===== src/mamd_pkg.sv =====
package mamd_pkg;
  // Function
  // - separate program, data and stack spaces; stack holds six 12-bit return addresses
  // - program space supplies instructions and immediate operands from one read-only memory
  // - data space maps accumulator, four pointer/scratch registers, peripherals, ram, rom
  // - immediate operand is the last program byte: right after the opcode, or after the address byte in the register form
  // - direct mode takes an 8-bit data address from the byte after the opcode
  // - short direct opcode selects one of data locations 80h to 83h
  // - extended mode joins low opcode nibble and next byte into 12-bit target
  // - relative branch is one byte, range -15 to +16, else falls through
  // - relative opcode holds condition, direction bit and a 4-bit span
  // - bit direct opcode names the bit, next byte names the data address
  // - bit test branch is three bytes with signed displacement -128 to +127
  // - indirect address comes from pointer_one or pointer_two, chosen by opcode bit 4
  // - inherent instructions are one byte and need nothing beyond the opcode
  // - decoder sorts opcodes into nine addressing modes and six instruction groups
  // - load always moves between accumulator and a data location
  // - load_immediate reaches any data byte; register form is three bytes, flags kept
  // - load and store take four cycles, update zero, never touch carry
  localparam int BYTE_W    = 8;
  localparam int PA_W      = 12;
  localparam int STK_DEPTH = 6;
  localparam int SP_W      = 3;
  localparam int CNT_W     = 3;
  localparam int SD_NUM    = 4;

  localparam logic [PA_W-1:0]   PROG_START = 12'h000;
  localparam logic [BYTE_W-1:0] SD_BASE    = 8'h80;
  localparam logic [BYTE_W-1:0] ACC_ADDR   = 8'hff;
  localparam logic [BYTE_W-1:0] ZERO_B     = 8'h00;

  // opcode high nibble groups; 00h-7fh are relative branches
  localparam logic [3:0] GRP_JP   = 4'h8;
  localparam logic [3:0] GRP_CALL = 4'h9;
  localparam logic [3:0] GRP_BIT  = 4'ha;
  localparam logic [3:0] GRP_BTB  = 4'hb;
  localparam logic [3:0] GRP_LS0  = 4'hc;
  localparam logic [3:0] GRP_LS1  = 4'hd;

  // low nibble of the load/store groups; 0-3 load short, 4-7 store short
  localparam logic [3:0] LS_LD_DIR = 4'h8;
  localparam logic [3:0] LS_ST_DIR = 4'h9;
  localparam logic [3:0] LS_LD_IND = 4'ha;
  localparam logic [3:0] LS_ST_IND = 4'hb;
  localparam logic [3:0] LS_LDI_A  = 4'hc;
  localparam logic [3:0] LS_LDI_RR = 4'hd;
  localparam logic [3:0] LS_RET    = 4'he;
  localparam logic [3:0] LS_NOP    = 4'hf;

  // instruction lengths in core clock cycles
  localparam logic [CNT_W-1:0] CYC_LDST = 3'h4;
  localparam logic [CNT_W-1:0] CYC_BR   = 3'h2;
  localparam logic [CNT_W-1:0] CYC_EXT  = 3'h4;
  localparam logic [CNT_W-1:0] CYC_BIT  = 3'h5;
  localparam logic [CNT_W-1:0] CYC_BTB  = 3'h5;
  localparam logic [CNT_W-1:0] CYC_INH  = 3'h2;

  typedef enum logic [3:0] {
    M_IMM, M_DIR, M_SDIR, M_EXT, M_REL, M_BITD, M_BTB, M_IND, M_INH
  } mamd_mode_t;

  typedef struct packed {
    logic            rd;
    logic [PA_W-1:0] addr;
  } mamd_pmem_req_t;

  typedef struct packed {
    logic              re;
    logic              we;
    logic [BYTE_W-1:0] addr;
    logic [BYTE_W-1:0] wdata;
  } mamd_dmem_req_t;

  typedef struct packed {
    logic              retire;
    logic              illegal;
    mamd_mode_t        mode;
    logic              zero;
    logic              carry;
    logic [BYTE_W-1:0] acc;
  } mamd_stat_t;
endpackage


===== src/mamd_core.sv =====
`timescale 1ns/10ps
module mamd_core (
  // clock and reset
  input  wire logic                       mclk_i,
  input  wire logic                       rst_i,
  // program memory, one cycle read latency
  output mamd_pkg::mamd_pmem_req_t        pmem_req_o,
  input  wire logic [mamd_pkg::BYTE_W-1:0] pmem_rdata_i,
  // data space memory, one cycle read latency
  output mamd_pkg::mamd_dmem_req_t        dmem_req_o,
  input  wire logic [mamd_pkg::BYTE_W-1:0] dmem_rdata_i,
  // core status
  output mamd_pkg::mamd_stat_t            stat_o
);
  import mamd_pkg::*;

  typedef enum logic [2:0] {
    S_BOOT, S_OPC, S_B2, S_B3, S_DRD, S_DCAP, S_WR, S_PAD
  } mamd_state_t;

  mamd_state_t       state_q, state_d, nxt;
  mamd_mode_t        mode_q, dec_mode, cur_mode;
  logic [CNT_W-1:0]  cnt_q, len_q, dec_len;
  logic [BYTE_W-1:0] op_q, cur, acc_q, dadr_q;
  logic [BYTE_W-1:0] wdat_q, rdat, int_rd, bmask;
  logic [BYTE_W-1:0] ptr_q [SD_NUM];
  logic [PA_W-1:0]   fp_q, ipc_q, stk_top;
  logic [PA_W-1:0]   rel_tgt, ext_tgt, span_w;
  logic              z_q, c_q, retire_q, illegal_q, dec_ill, fin;
  logic              at_end, fetch_go, pm_more, is_st, rel_take, int_hit;
  logic              tbit, btb_take, wr_int, ld_cap, is_ret, is_call, opc_now;

  // the opcode is consumed straight off the memory bus in S_OPC, then held
  assign opc_now  = (state_q == S_OPC);
  assign cur      = opc_now ? pmem_rdata_i : op_q;
  assign cur_mode = opc_now ? dec_mode : mode_q;

  always_comb begin
    dec_ill  = 1'b0;
    dec_mode = M_INH;
    dec_len  = CYC_INH;
    if (!pmem_rdata_i[7]) begin
      dec_mode = M_REL;
      dec_len  = CYC_BR;
    end else begin
      case (pmem_rdata_i[7:4])
        GRP_JP, GRP_CALL: begin
          dec_mode = M_EXT;
          dec_len  = CYC_EXT;
        end
        GRP_BIT: begin
          dec_mode = M_BITD;
          dec_len  = CYC_BIT;
        end
        GRP_BTB: begin
          dec_mode = M_BTB;
          dec_len  = CYC_BTB;
        end
        GRP_LS0, GRP_LS1: begin
          dec_len = CYC_LDST;
          case (pmem_rdata_i[3:0])
            LS_LD_IND, LS_ST_IND: dec_mode = M_IND;
            LS_LD_DIR, LS_ST_DIR: dec_mode = M_DIR;
            LS_LDI_A, LS_LDI_RR:  dec_mode = M_IMM;
            LS_RET, LS_NOP: begin
              dec_mode = M_INH;
              dec_len  = CYC_INH;
            end
            default: dec_mode = M_SDIR;
          endcase
          // bit 4 only means something for the indirect pair
          if (pmem_rdata_i[4] && dec_mode != M_IND) begin
            dec_ill  = 1'b1;
            dec_mode = M_INH;
            dec_len  = CYC_INH;
          end
        end
        default: dec_ill = 1'b1;
      endcase
    end
  end

  assign is_st   = (cur_mode == M_SDIR) ? cur[2] : cur[0];
  assign is_ret  = opc_now && !dec_ill && dec_mode == M_INH && cur[3:0] == LS_RET;
  assign is_call = (state_q == S_B2) && cur_mode == M_EXT && cur[7:4] == GRP_CALL;
  assign at_end  = (cnt_q == len_q - 3'h1);

  always_comb begin
    nxt = S_PAD;
    fin = 1'b0;
    case (state_q)
      S_OPC: begin
        case (cur_mode)
          M_REL, M_INH:  fin = 1'b1;
          M_SDIR, M_IND: nxt = is_st ? S_WR : S_DRD;
          default:       nxt = S_B2;
        endcase
      end
      S_B2: begin
        case (cur_mode)
          M_EXT:  fin = 1'b1;
          M_IMM: begin
            if (is_st) begin
              nxt = S_B3;
            end else begin
              fin = 1'b1;
            end
          end
          M_DIR:  nxt = is_st ? S_WR : S_DRD;
          M_BITD: nxt = S_DRD;
          default: nxt = S_B3;
        endcase
      end
      S_B3:   nxt = (cur_mode == M_BTB) ? S_DCAP : S_WR;
      S_DRD:  nxt = S_DCAP;
      S_DCAP: begin
        if (cur_mode == M_BITD) begin
          nxt = S_WR;
        end else begin
          fin = 1'b1;
        end
      end
      S_WR, S_PAD: fin = 1'b1;
      default: nxt = S_PAD;
    endcase
  end

  // next opcode is fetched in the instruction's last cycle, so the counter
  // pads short sequences out to their fixed length
  assign fetch_go = (state_q == S_BOOT) || (fin && at_end);
  assign pm_more  = (opc_now || state_q == S_B2) && (nxt == S_B2 || nxt == S_B3);
  assign state_d  = fetch_go ? S_OPC : (fin ? S_PAD : nxt);

  assign rel_take = cur[6] ? (c_q == cur[5]) : (z_q == cur[5]);
  assign span_w   = {8'h00, cur[3:0]};
  assign rel_tgt  = cur[4] ? fp_q - 12'h001 - span_w : fp_q + span_w;
  assign ext_tgt  = {cur[3:0], pmem_rdata_i};

  // accumulator and the four short registers live here, not in data memory
  assign int_hit  = (dadr_q[7:2] == SD_BASE[7:2]) || (dadr_q == ACC_ADDR);
  assign int_rd   = (dadr_q == ACC_ADDR) ? acc_q : ptr_q[dadr_q[1:0]];
  assign rdat     = int_hit ? int_rd : dmem_rdata_i;
  assign bmask    = 8'h01 << cur[2:0];
  assign tbit     = |(rdat & bmask);
  assign btb_take = (tbit == cur[3]);
  assign wr_int   = (state_q == S_WR) && int_hit;
  assign ld_cap   = (state_q == S_DCAP) && (cur_mode inside {M_DIR, M_SDIR, M_IND});

  assign pmem_req_o.rd    = fetch_go || pm_more;
  assign pmem_req_o.addr  = fp_q;
  assign dmem_req_o.re    = !int_hit && (state_q == S_DRD || (state_q == S_B3 && cur_mode == M_BTB));
  assign dmem_req_o.we    = (state_q == S_WR) && !int_hit;
  assign dmem_req_o.addr  = dadr_q;
  assign dmem_req_o.wdata = wdat_q;

  assign stat_o.retire  = retire_q;
  assign stat_o.illegal = illegal_q;
  assign stat_o.mode    = mode_q;
  assign stat_o.zero    = z_q;
  assign stat_o.carry   = c_q;
  assign stat_o.acc     = acc_q;

  always_ff @(posedge mclk_i) begin
    if (rst_i) begin
      state_q <= S_BOOT;
    end else begin
      state_q <= state_d;
    end
  end

  always_ff @(posedge mclk_i) begin
    if (rst_i) begin
      cnt_q <= '0;
      len_q <= CYC_INH;
      op_q  <= ZERO_B;
      mode_q <= M_INH;
    end else begin
      cnt_q <= fetch_go ? '0 : cnt_q + 3'h1;
      if (opc_now) begin
        op_q   <= pmem_rdata_i;
        mode_q <= dec_mode;
        len_q  <= dec_len;
      end
    end
  end

  // program counter: fp_q always points at the next program byte to read
  always_ff @(posedge mclk_i) begin
    if (rst_i) begin
      fp_q  <= PROG_START;
      ipc_q <= PROG_START;
    end else begin
      if (fetch_go) begin
        ipc_q <= fp_q;
      end
      if (opc_now && cur_mode == M_REL && rel_take) begin
        fp_q <= rel_tgt;
      end else if (is_ret) begin
        fp_q <= stk_top;
      end else if (state_q == S_B2 && cur_mode == M_EXT) begin
        fp_q <= ext_tgt;
      end else if (state_q == S_DCAP && cur_mode == M_BTB && btb_take) begin
        fp_q <= fp_q + {{4{wdat_q[7]}}, wdat_q};
      end else if (pmem_req_o.rd) begin
        fp_q <= fp_q + 12'h001;
      end
    end
  end

  always_ff @(posedge mclk_i) begin
    if (rst_i) begin
      dadr_q <= ZERO_B;
      wdat_q <= ZERO_B;
    end else begin
      case (state_q)
        S_OPC: begin
          wdat_q <= acc_q;
          if (cur_mode == M_SDIR) begin
            dadr_q <= SD_BASE | {6'h00, cur[1:0]};
          end else if (cur_mode == M_IND) begin
            dadr_q <= ptr_q[{1'b0, cur[4]}];
          end
        end
        S_B2: begin
          if (cur_mode != M_EXT) begin
            dadr_q <= pmem_rdata_i;
          end
        end
        S_B3: wdat_q <= pmem_rdata_i;
        S_DCAP: begin
          if (cur_mode == M_BITD) begin
            wdat_q <= cur[3] ? (rdat | bmask) : (rdat & ~bmask);
          end
        end
        default: wdat_q <= wdat_q;
      endcase
    end
  end

  always_ff @(posedge mclk_i) begin
    if (rst_i) begin
      acc_q <= ZERO_B;
      for (int i = 0; i < SD_NUM; i++) begin
        ptr_q[i] <= ZERO_B;
      end
    end else begin
      if (state_q == S_B2 && cur_mode == M_IMM && !is_st) begin
        acc_q <= pmem_rdata_i;
      end else if (ld_cap) begin
        acc_q <= rdat;
      end else if (wr_int && dadr_q == ACC_ADDR) begin
        acc_q <= wdat_q;
      end
      if (wr_int && dadr_q != ACC_ADDR) begin
        ptr_q[dadr_q[1:0]] <= wdat_q;
      end
    end
  end

  always_ff @(posedge mclk_i) begin
    if (rst_i) begin
      z_q <= 1'b0;
    end else if (state_q == S_B2 && cur_mode == M_IMM && !is_st) begin
      z_q <= (pmem_rdata_i == ZERO_B);
    end else if (ld_cap) begin
      z_q <= (rdat == ZERO_B);
    end else if (state_q == S_WR && (cur_mode inside {M_DIR, M_SDIR, M_IND})) begin
      z_q <= (wdat_q == ZERO_B);
    end
  end

  // only bit test branch moves carry; loads and stores leave it alone
  always_ff @(posedge mclk_i) begin
    if (rst_i) begin
      c_q <= 1'b0;
    end else if (state_q == S_DCAP && cur_mode == M_BTB) begin
      c_q <= tbit;
    end
  end

  always_ff @(posedge mclk_i) begin
    if (rst_i) begin
      retire_q  <= 1'b0;
      illegal_q <= 1'b0;
    end else begin
      retire_q  <= fetch_go && state_q != S_BOOT;
      illegal_q <= opc_now && dec_ill;
    end
  end

  mamd_stack u_stack (
    .mclk_i      (mclk_i),
    .rst_i       (rst_i),
    .push_i      (is_call),
    .pop_i       (is_ret),
    .push_addr_i (fp_q),
    .top_addr_o  (stk_top)
  );
endmodule // mamd_core


===== src/mamd_stack.sv =====
`timescale 1ns/10ps
module mamd_stack (
  // clock and reset
  input  wire logic                     mclk_i,
  input  wire logic                     rst_i,
  // push and pop
  input  wire logic                     push_i,
  input  wire logic                     pop_i,
  input  wire logic [mamd_pkg::PA_W-1:0] push_addr_i,
  output logic      [mamd_pkg::PA_W-1:0] top_addr_o
);
  import mamd_pkg::*;

  logic [PA_W-1:0] cell_q [STK_DEPTH];
  logic [SP_W-1:0] sp_q;
  logic [SP_W-1:0] top_idx;

  // circular: a seventh nested call silently overwrites the oldest entry
  assign top_idx    = (sp_q == '0) ? SP_W'(STK_DEPTH - 1) : sp_q - 3'h1;
  assign top_addr_o = cell_q[top_idx];

  always_ff @(posedge mclk_i) begin
    if (rst_i) begin
      sp_q <= '0;
    end else if (push_i) begin
      sp_q <= (sp_q == SP_W'(STK_DEPTH - 1)) ? '0 : sp_q + 3'h1;
    end else if (pop_i) begin
      sp_q <= top_idx;
    end
  end

  always_ff @(posedge mclk_i) begin
    if (rst_i) begin
      for (int i = 0; i < STK_DEPTH; i++) begin
        cell_q[i] <= PROG_START;
      end
    end else if (push_i) begin
      cell_q[sp_q] <= push_addr_i;
    end
  end
endmodule // mamd_stack


===== config.mk =====
export PLATFORM = sky130hd
export DESIGN_NAME = mamd_core
export DESIGN_NICKNAME = d
export VERILOG_FILES = /design/src/mamd_pkg.sv /design/src/mamd_core.sv /design/src/mamd_stack.sv
export SDC_FILE = /design/constraint.sdc
export NUM_CORES = 1
export LEC_CHECK = 0
export ABC_AREA = 1
export BUFFER_PORTS_ARGS = -buffer_cell sky130_fd_sc_hd__buf_2
export CORE_UTILIZATION = 56
export CTS_CLUSTER_SIZE = 10
export DETAILED_ROUTE_END_ITERATION = 7
export MAX_ROUTING_LAYER = met4
export PLACE_DENSITY = 0.77
export SLEW_MARGIN = 10
export SYNTH_ARGS = -nofsm -noshare
export SYNTH_HDL_FRONTEND = slang
export SYNTH_HIERARCHICAL = 1
export SYNTH_SLANG_ARGS = --single-unit
export TNS_END_PERCENT = 10

===== constraint.sdc =====
create_clock -name mclk_i -period 3.6 [get_ports mclk_i]
set_input_delay 0.36 -clock mclk_i [delete_from_list [all_inputs] [get_ports mclk_i]]
set_output_delay 0.36 -clock mclk_i [all_outputs]
set_load 0.01 [all_outputs]

## Word-level counts from Yosys, hierarchy flattened

Memories as Yosys holds them, arrays and structs flattened. A register that Yosys moved wholly into a read port is not among the register bits.
Index checks and enable logic that the tools add are counted.

- Register bits after elaboration: 64
- Bits in latches: 0
- RAM bits: 104
- Memory bits (read-only): 0
- Input port bits: 18
- Output and inout bits: 47
- Word-level logic and storage cells: 214
- Memories: 2

Memory list:

| memory | depth | bits a word | rd ports | clocked after Yosys merged registers in | write ports | line | source |
|---|---|---|---|---|---|---|---|
| u_stack.cell_q | 6 | 12 | 1 | 0 | 6 | mamd_stack.sv:14 | `logic [PA_W-1:0] cell_q [STK_DEPTH];` |
| ptr_q | 4 | 8 | 2 | 1 | 4 | mamd_core.sv:26 | `logic [BYTE_W-1:0] ptr_q [SD_NUM];` |

- $add $sub $neg: 9
- Multipliers: 0
- Divide/modulo/power cells: 0
- Magnitude comparators: 0
- Equal/unequal tests: 47
- Shifts and indexed selects: 1
- Multiplexer cells: 72
- Bitwise operators: 4
- Reductions and logical operators: 64

Operator list:

| kind | number |
|---|---|
| 2-to-1 mux 8 bit | 12 |
| 2-to-1 mux 12 bit | 7 |
| equality test 4 bit, second input constant | 18 |
| case mux 4 bit (4 select lines) | 2 |
| 2-to-1 mux 3 bit | 10 |
| logical AND 1 bit | 24 |
| logical NOT 8 bit | 3 |
| case mux 8 bit (3 select lines) | 1 |
| 2-to-1 mux 1 bit | 22 |
| OR reduction 2 bit | 11 |
| 2-to-1 mux 4 bit | 5 |
| AND 8 bit | 2 |
| equality test 4 x 3 -> 1 bit, second input constant | 4 |
| case mux 8 bit (2 select lines) | 1 |
| OR reduction 8 bit | 2 |
| equality test 3 bit, second input constant | 5 |
| case mux 3 bit (5 select lines) | 1 |
| nonzero test 3 bit | 5 |
| adder 12 x 1 -> 12 bit, second input constant | 1 |
| adder 12 bit | 1 |
| adder 12 x 4 -> 12 bit | 1 |
| equality test 3 x 2 -> 1 bit, second input constant | 4 |
| case mux 3 bit (4 select lines) | 1 |
| OR reduction 12 bit | 1 |
| 33 further kinds | 53 |

## Depth between registers and ports, before layout

- Word-level depth: 25
- Depth in mapped cells: 30
- Depth with buffers taken out: 28

## Modules after synthesis

The synthesis kept the hierarchy.

By module, submodules not included:

| module | times used | cells an instance | area each (um^2) | seq. area each (um^2) |
|---|---|---|---|---|
| mamd_core | 1 | 968 | 6683.9 | 2222.1 |
| mamd_stack | 1 | 514 | 4654.5 | 2942.8 |

## Worst setup path after synthesis

No wires, ideal clock.

- Kind: register to register
- Start: register state_q[0]
- End: memory u_stack.cell_q[5][0] (enable)
- Setup time: 396 ps
- Data arrival time: 3347 ps
- Required time: 3204 ps
- Slack: -143 ps
- Cell stages (with the launch flop): 13
- Path buffers: 2
- Period minus slack after synthesis: 3743 ps
- Cell sequence: dfxtp_1 -> nand2_2 -> nor2_2 -> buf_6 -> o21ai_2 -> o22ai_2 -> nand2_4 -> nor3_4 -> inv_2 -> buf_2 -> nor4_1 -> a21oi_1 -> nor3_1

RTL lines:

| element | line | source |
|---|---|---|
| start: declaration | mamd_core.sv:21 | `mamd_state_t state_q, state_d, nxt;` |
| start signal: assignment | mamd_core.sv:167 | `state_q <= state_d;` |
| end: declaration | mamd_stack.sv:14 |  |

## Final worst setup path

- Start: register dadr_q[7]
- End: register fp_q[9]

- Word-level cells in the longest chain between the ends: 11
- Elaborated cells on any way between the ends: 14
- Those cells by class: eq/ne (3); mux (6); bitwise (1); reduce/logical (4)

RTL lines:

| element | line | source |
|---|---|---|
| start: declaration | mamd_core.sv:24 | `logic [BYTE_W-1:0] op_q, cur, acc_q, dadr_q;` |
| start signal: assignment | mamd_core.sv:219 | `dadr_q <= SD_BASE \| {6'h00, cur[1:0]};` |
| start signal: assignment | mamd_core.sv:221 | `dadr_q <= ptr_q[{1'b0, cur[4]}];` |
| start signal: assignment | mamd_core.sv:226 | `dadr_q <= pmem_rdata_i;` |
| equality test 8 bit or equality test 6 bit (tied branches) | mamd_core.sv:140, mamd_core.sv:141 |  |
| 2-to-1 mux 8 bit or logical OR 1 bit (tied branches) | mamd_core.sv:141, mamd_core.sv:140 |  |
| 2-to-1 mux 8 bit * | mamd_core.sv:142 | `assign rdat = int_hit ? int_rd : dmem_rdata_i;` |
| AND 8 bit * | mamd_core.sv:144 | `assign tbit = \|(rdat & bmask);` |
| OR reduction 8 bit * | mamd_core.sv:144 |  |
| equality test 1 bit * | mamd_core.sv:145 | `assign btb_take = (tbit == cur[3]);` |
| logical AND 1 bit * | mamd_core.sv:202 | `end else if (state_q == S_DCAP && cur_mode == M_BTB && btb_take) begin` |
| 2-to-1 mux 12 bit | mamd_core.sv:202 |  |
| 2-to-1 mux 12 bit | mamd_core.sv:200 | `end else if (state_q == S_B2 && cur_mode == M_EXT) begin` |
| 2-to-1 mux 12 bit | mamd_core.sv:198 | `end else if (is_ret) begin` |
| 2-to-1 mux 12 bit | mamd_core.sv:196 | `if (opc_now && cur_mode == M_REL && rel_take) begin` |
| end signal: assignment | mamd_core.sv:197 | `fp_q <= rel_tgt;` |
| end signal: assignment | mamd_core.sv:199 | `fp_q <= stk_top;` |
| end signal: assignment | mamd_core.sv:201 | `fp_q <= ext_tgt;` |
| end: declaration | mamd_core.sv:27 | `logic [PA_W-1:0] fp_q, ipc_q, stk_top;` |

Mark *: on every way between the ends. The rest lies on a longest branch, timed or not.
A chain may end at the register's enable or synchronous reset.

==> metrics.csv <==
metric,value,unit
worst r2r dst,fp_q[9],
clk slew on worst S/H paths,80,ps
area delta synth->final,18.2,%
ys async rst share,0,
Met3 Routed Length,3570,um
worst hold-check path type,primary input to flip-flop,
min Tclk post-route,3510,ps
Die H,144,um
DR WL/cell,18.8,um
total core area,0.0197,sq mm
hold-critical path depth,3,
Main synth FF type,edfxtp_1,
RSZ-0062 raised after global routing,true,
final core utilization,0.682,
warnings from Yosys,6,
Initial Utilization,0.577,
vias in the first global route,9591,
Starting DRT DRC Count,1195,
Pre-antenna DRT Iters,5,
Met1 Wirelength,14600,um
met2 wire len,15600,um
clock root cell,clkbuf_16,
initial antenna violation count,0,
CP endpoint kind,flip-flop,
worst slew pin tran,698,ps
Post-Syn Area per Cell,7.65,sq um
chip width,144,um
Critical Path Start Type,flip-flop,
drt via density,5.87,
# fillers,1688,
status,finished clean,
Worst VDD drop,0.578,mV
Max clock buf depth,2,
Max Clk Rate,285,MHz
CTS H-tree lvls,4,
FF-to-FF Start,dadr_q[7],
Mapped Cells,1482,
Mapped Nets,1527,
Slew Limit Fails,0,
largest net degree at the start of global routing,50,
Via Count,10932,
number of antenna diodes,0,
WHS,268,ps
GPL Wtd Cong,1.03,
share of cells above drive strength 1,0.219,
Worst EP arrival,3860,ps
static leakage,0.00581,uW
I/O pin cnt,65,
cts bufs inserted,17,
Post-DRT Antenna Nets,0,
cells on worst reg2reg path,27,
Netlist Area Pre-Place,0.0113,sq mm
Slew HR,0.534,
post-detail-place hpwl,24100,um
Worst Path Required,3940,ps
clock sinks,194,
GRT Resource Usage Total,0.343,
r2r setup slk,90,ps
Worst Setup SP,dadr_q[7],
crit path max fanout,7,
Cell variety after synth,51,
final setup vio count,0,
nets,1629,
clk_skew,10.1,ps
drt total wl,35000,um
die area,0.0208,sq mm
CP endpoint,fp_q[9],
global-route wire length before repair,51800,um
register area share after synthesis,0.456,
Clock Latency Late Sink,440,ps
Post-route DRC,0,
Power Density,676,mW/mm^2
final hold vios,0,
WS Path Type,flip-flop to flip-flop,
max cap viols,0,
"EDFF count, synth",128,
total gr overflow,0,
row count,51,
synthesis-stage register bit count,194,
top sig layer,met4,
share of the clock period used by the worst path,0.976,
TritonCTS clock tree,built,
IO Port Bufs,64,
cell usage after synthesis, types with 4 or more instances:
cell type | number | area (sq um)
nand4_1 | 9 | 56.3
buf_2 | 29 | 145
edfxtp_1 | 128 | 3840
buf_1 | 5 | 18.8
xnor2_1 | 6 | 52.6
nand3_2 | 5 | 50.1
dfxtp_1 | 66 | 1320
a21oi_1 | 65 | 325
o21ai_2 | 8 | 70.1
nand3_1 | 101 | 505
nand2_1 | 425 | 1600
nor2_2 | 4 | 25.0
clkbuf_1 | 15 | 56.3
nor2_1 | 235 | 882
a31oi_1 | 13 | 81.3
xor2_1 | 18 | 158
nor3_1 | 16 | 80.1
or2_2 | 4 | 25.0
o21ai_0 | 66 | 330
buf_4 | 7 | 52.6
inv_1 | 100 | 375
nand2_2 | 20 | 125
nor4_1 | 8 | 50.1
a211oi_1 | 6 | 45.0
o21ai_1 | 14 | 70.1
o221ai_1 | 5 | 43.8
ha_1 | 24 | 300
inv_2 | 18 | 67.6
buf_6 | 6 | 67.6
o211ai_1 | 16 | 120
critical path, cell delays in order, from the launching register on:
cell and delay [ps]:
dfxtp_4 370, inv_2 50, nor2_4 110, nand3_4 130, buf_6 150, nand3b_1 80
nand2_1 80, nor2_2 190, nand2_1 100, nand2_2 90, nor2_4 50, nand2_1 60
nand2_1 60, nand2_2 130, nand2_4 130, nor2_4 140, ha_4 240, a21oi_4 200
o21ai_4 100, a21oi_4 140, o21ai_0 120, xor2_1 180, o211ai_1 180, nand2_1 80
o21ai_1 80, nand2_1 70, nand2_1 60, nor2_1 40
worst min path at each step:
stage	startpoint	end	slack, ps
after floorplan	rst_i	u_stack/sp_q[1]	420
after detailed placement	cnt_q[0]	cnt_q[0]	450
after global placement	cnt_q[0]	cnt_q[0]	450
after global routing	pmem_rdata_i[6]	illegal_q	280
after CTS	pmem_rdata_i[6]	illegal_q	260
final	pmem_rdata_i[6]	illegal_q	270
layout make-up:
class / count / area (sq um) / share of cell area
multi-input combinational: 1105 / 5870 / 0.438
sequential: 194 / 5190 / 0.387
timing repair buffer: 145 / 997 / 0.0744
inverter: 120 / 457 / 0.0341
clock buffer: 17 / 425 / 0.0317
tap: 265 / 332 / 0.0247
clock inverter: 15 / 123 / 0.00915
timing repair inverter: 1 / 7.51 / 0.000560
flip-flops by register name, indices dropped and copies added, names as in the netlist, named ones only:
signal	cells
acc_q	8
c_q	1
cnt_q	3
dadr_q	8
fp_q	12
illegal_q	1
len_q	3
mode_q	4
op_q	8
ptr_q	32
retire_q	1
state_q	3
u_stack/cell_q	96
u_stack/sp_q	3
wdat_q	8
z_q	1
layout by cell type (no fill, tap or decap), types with 9 or more instances in the layout:
cell type / n
nand2_1: 402
nor2_1: 205
edfxtp_1: 128
inv_1: 94
nand3_1: 93
buf_4: 73
o21ai_0: 64
buf_2: 64
a21oi_1: 58
dfxtp_1: 55
nand2_2: 40
inv_2: 22
nor2_2: 20
nor2_4: 17
xor2_1: 17
clkbuf_16: 17
o211ai_1: 16
ha_1: 16
o21ai_1: 15
nor3_1: 15
a31oi_1: 13
nand3_2: 10
nand4_1: 9
report_power, final:
group	internal (uW)	switching [uW]	total, uW
clock network	904	914	1820
registers	2640	292	2940
logic	1450	2850	4300
total	5000	4060	9060
metal layers:
metal / vias to the layer above / global-route usage
li1: 5106 / -
met1: 5084 / 0.481
met2: 634 / 0.503
met3: 108 / 0.0566
met4: 0 / 0.115
met5: - / -
per-stage QoR:
stage	setup slack, ps	cells	cell area (sq um)	setup TNS, ps	total power (uW)
after floorplan	-110	1482	11300	-3770	5520
after global placement	-11.2	1822	12300	-11.2	6770
after detailed placement	-83.8	1822	12300	-158	6800
after CTS	2.90	1855	12800	0	8600
after global routing	-163	1862	13400	-388	9490
final	86.0	1862	13400	0	9060
logic make-up (layout without fill, tap and decap cells):
logic type	count (synthesis)	after routing	synth area share
simple gates	844	844	0.315
compound gates	210	210	0.109
flops	194	194	0.456
buf+inv	183	298	0.0704
fa+ha+maj	27	27	0.0318
xor+xnor	24	24	0.0185
timing repair:
| item | CTS | global route |
|---|---|---|
| hold buffers | 0 | 0 |
| gates resized for setup | 6 | 136 |
| cloned | 0 | 1 |
| buffers inserted | 1 | 6 |
| setup endpoints to repair | 3 | 9 |
| pin swaps | 2 | 55 |
(Power assumes the default switching activity.)
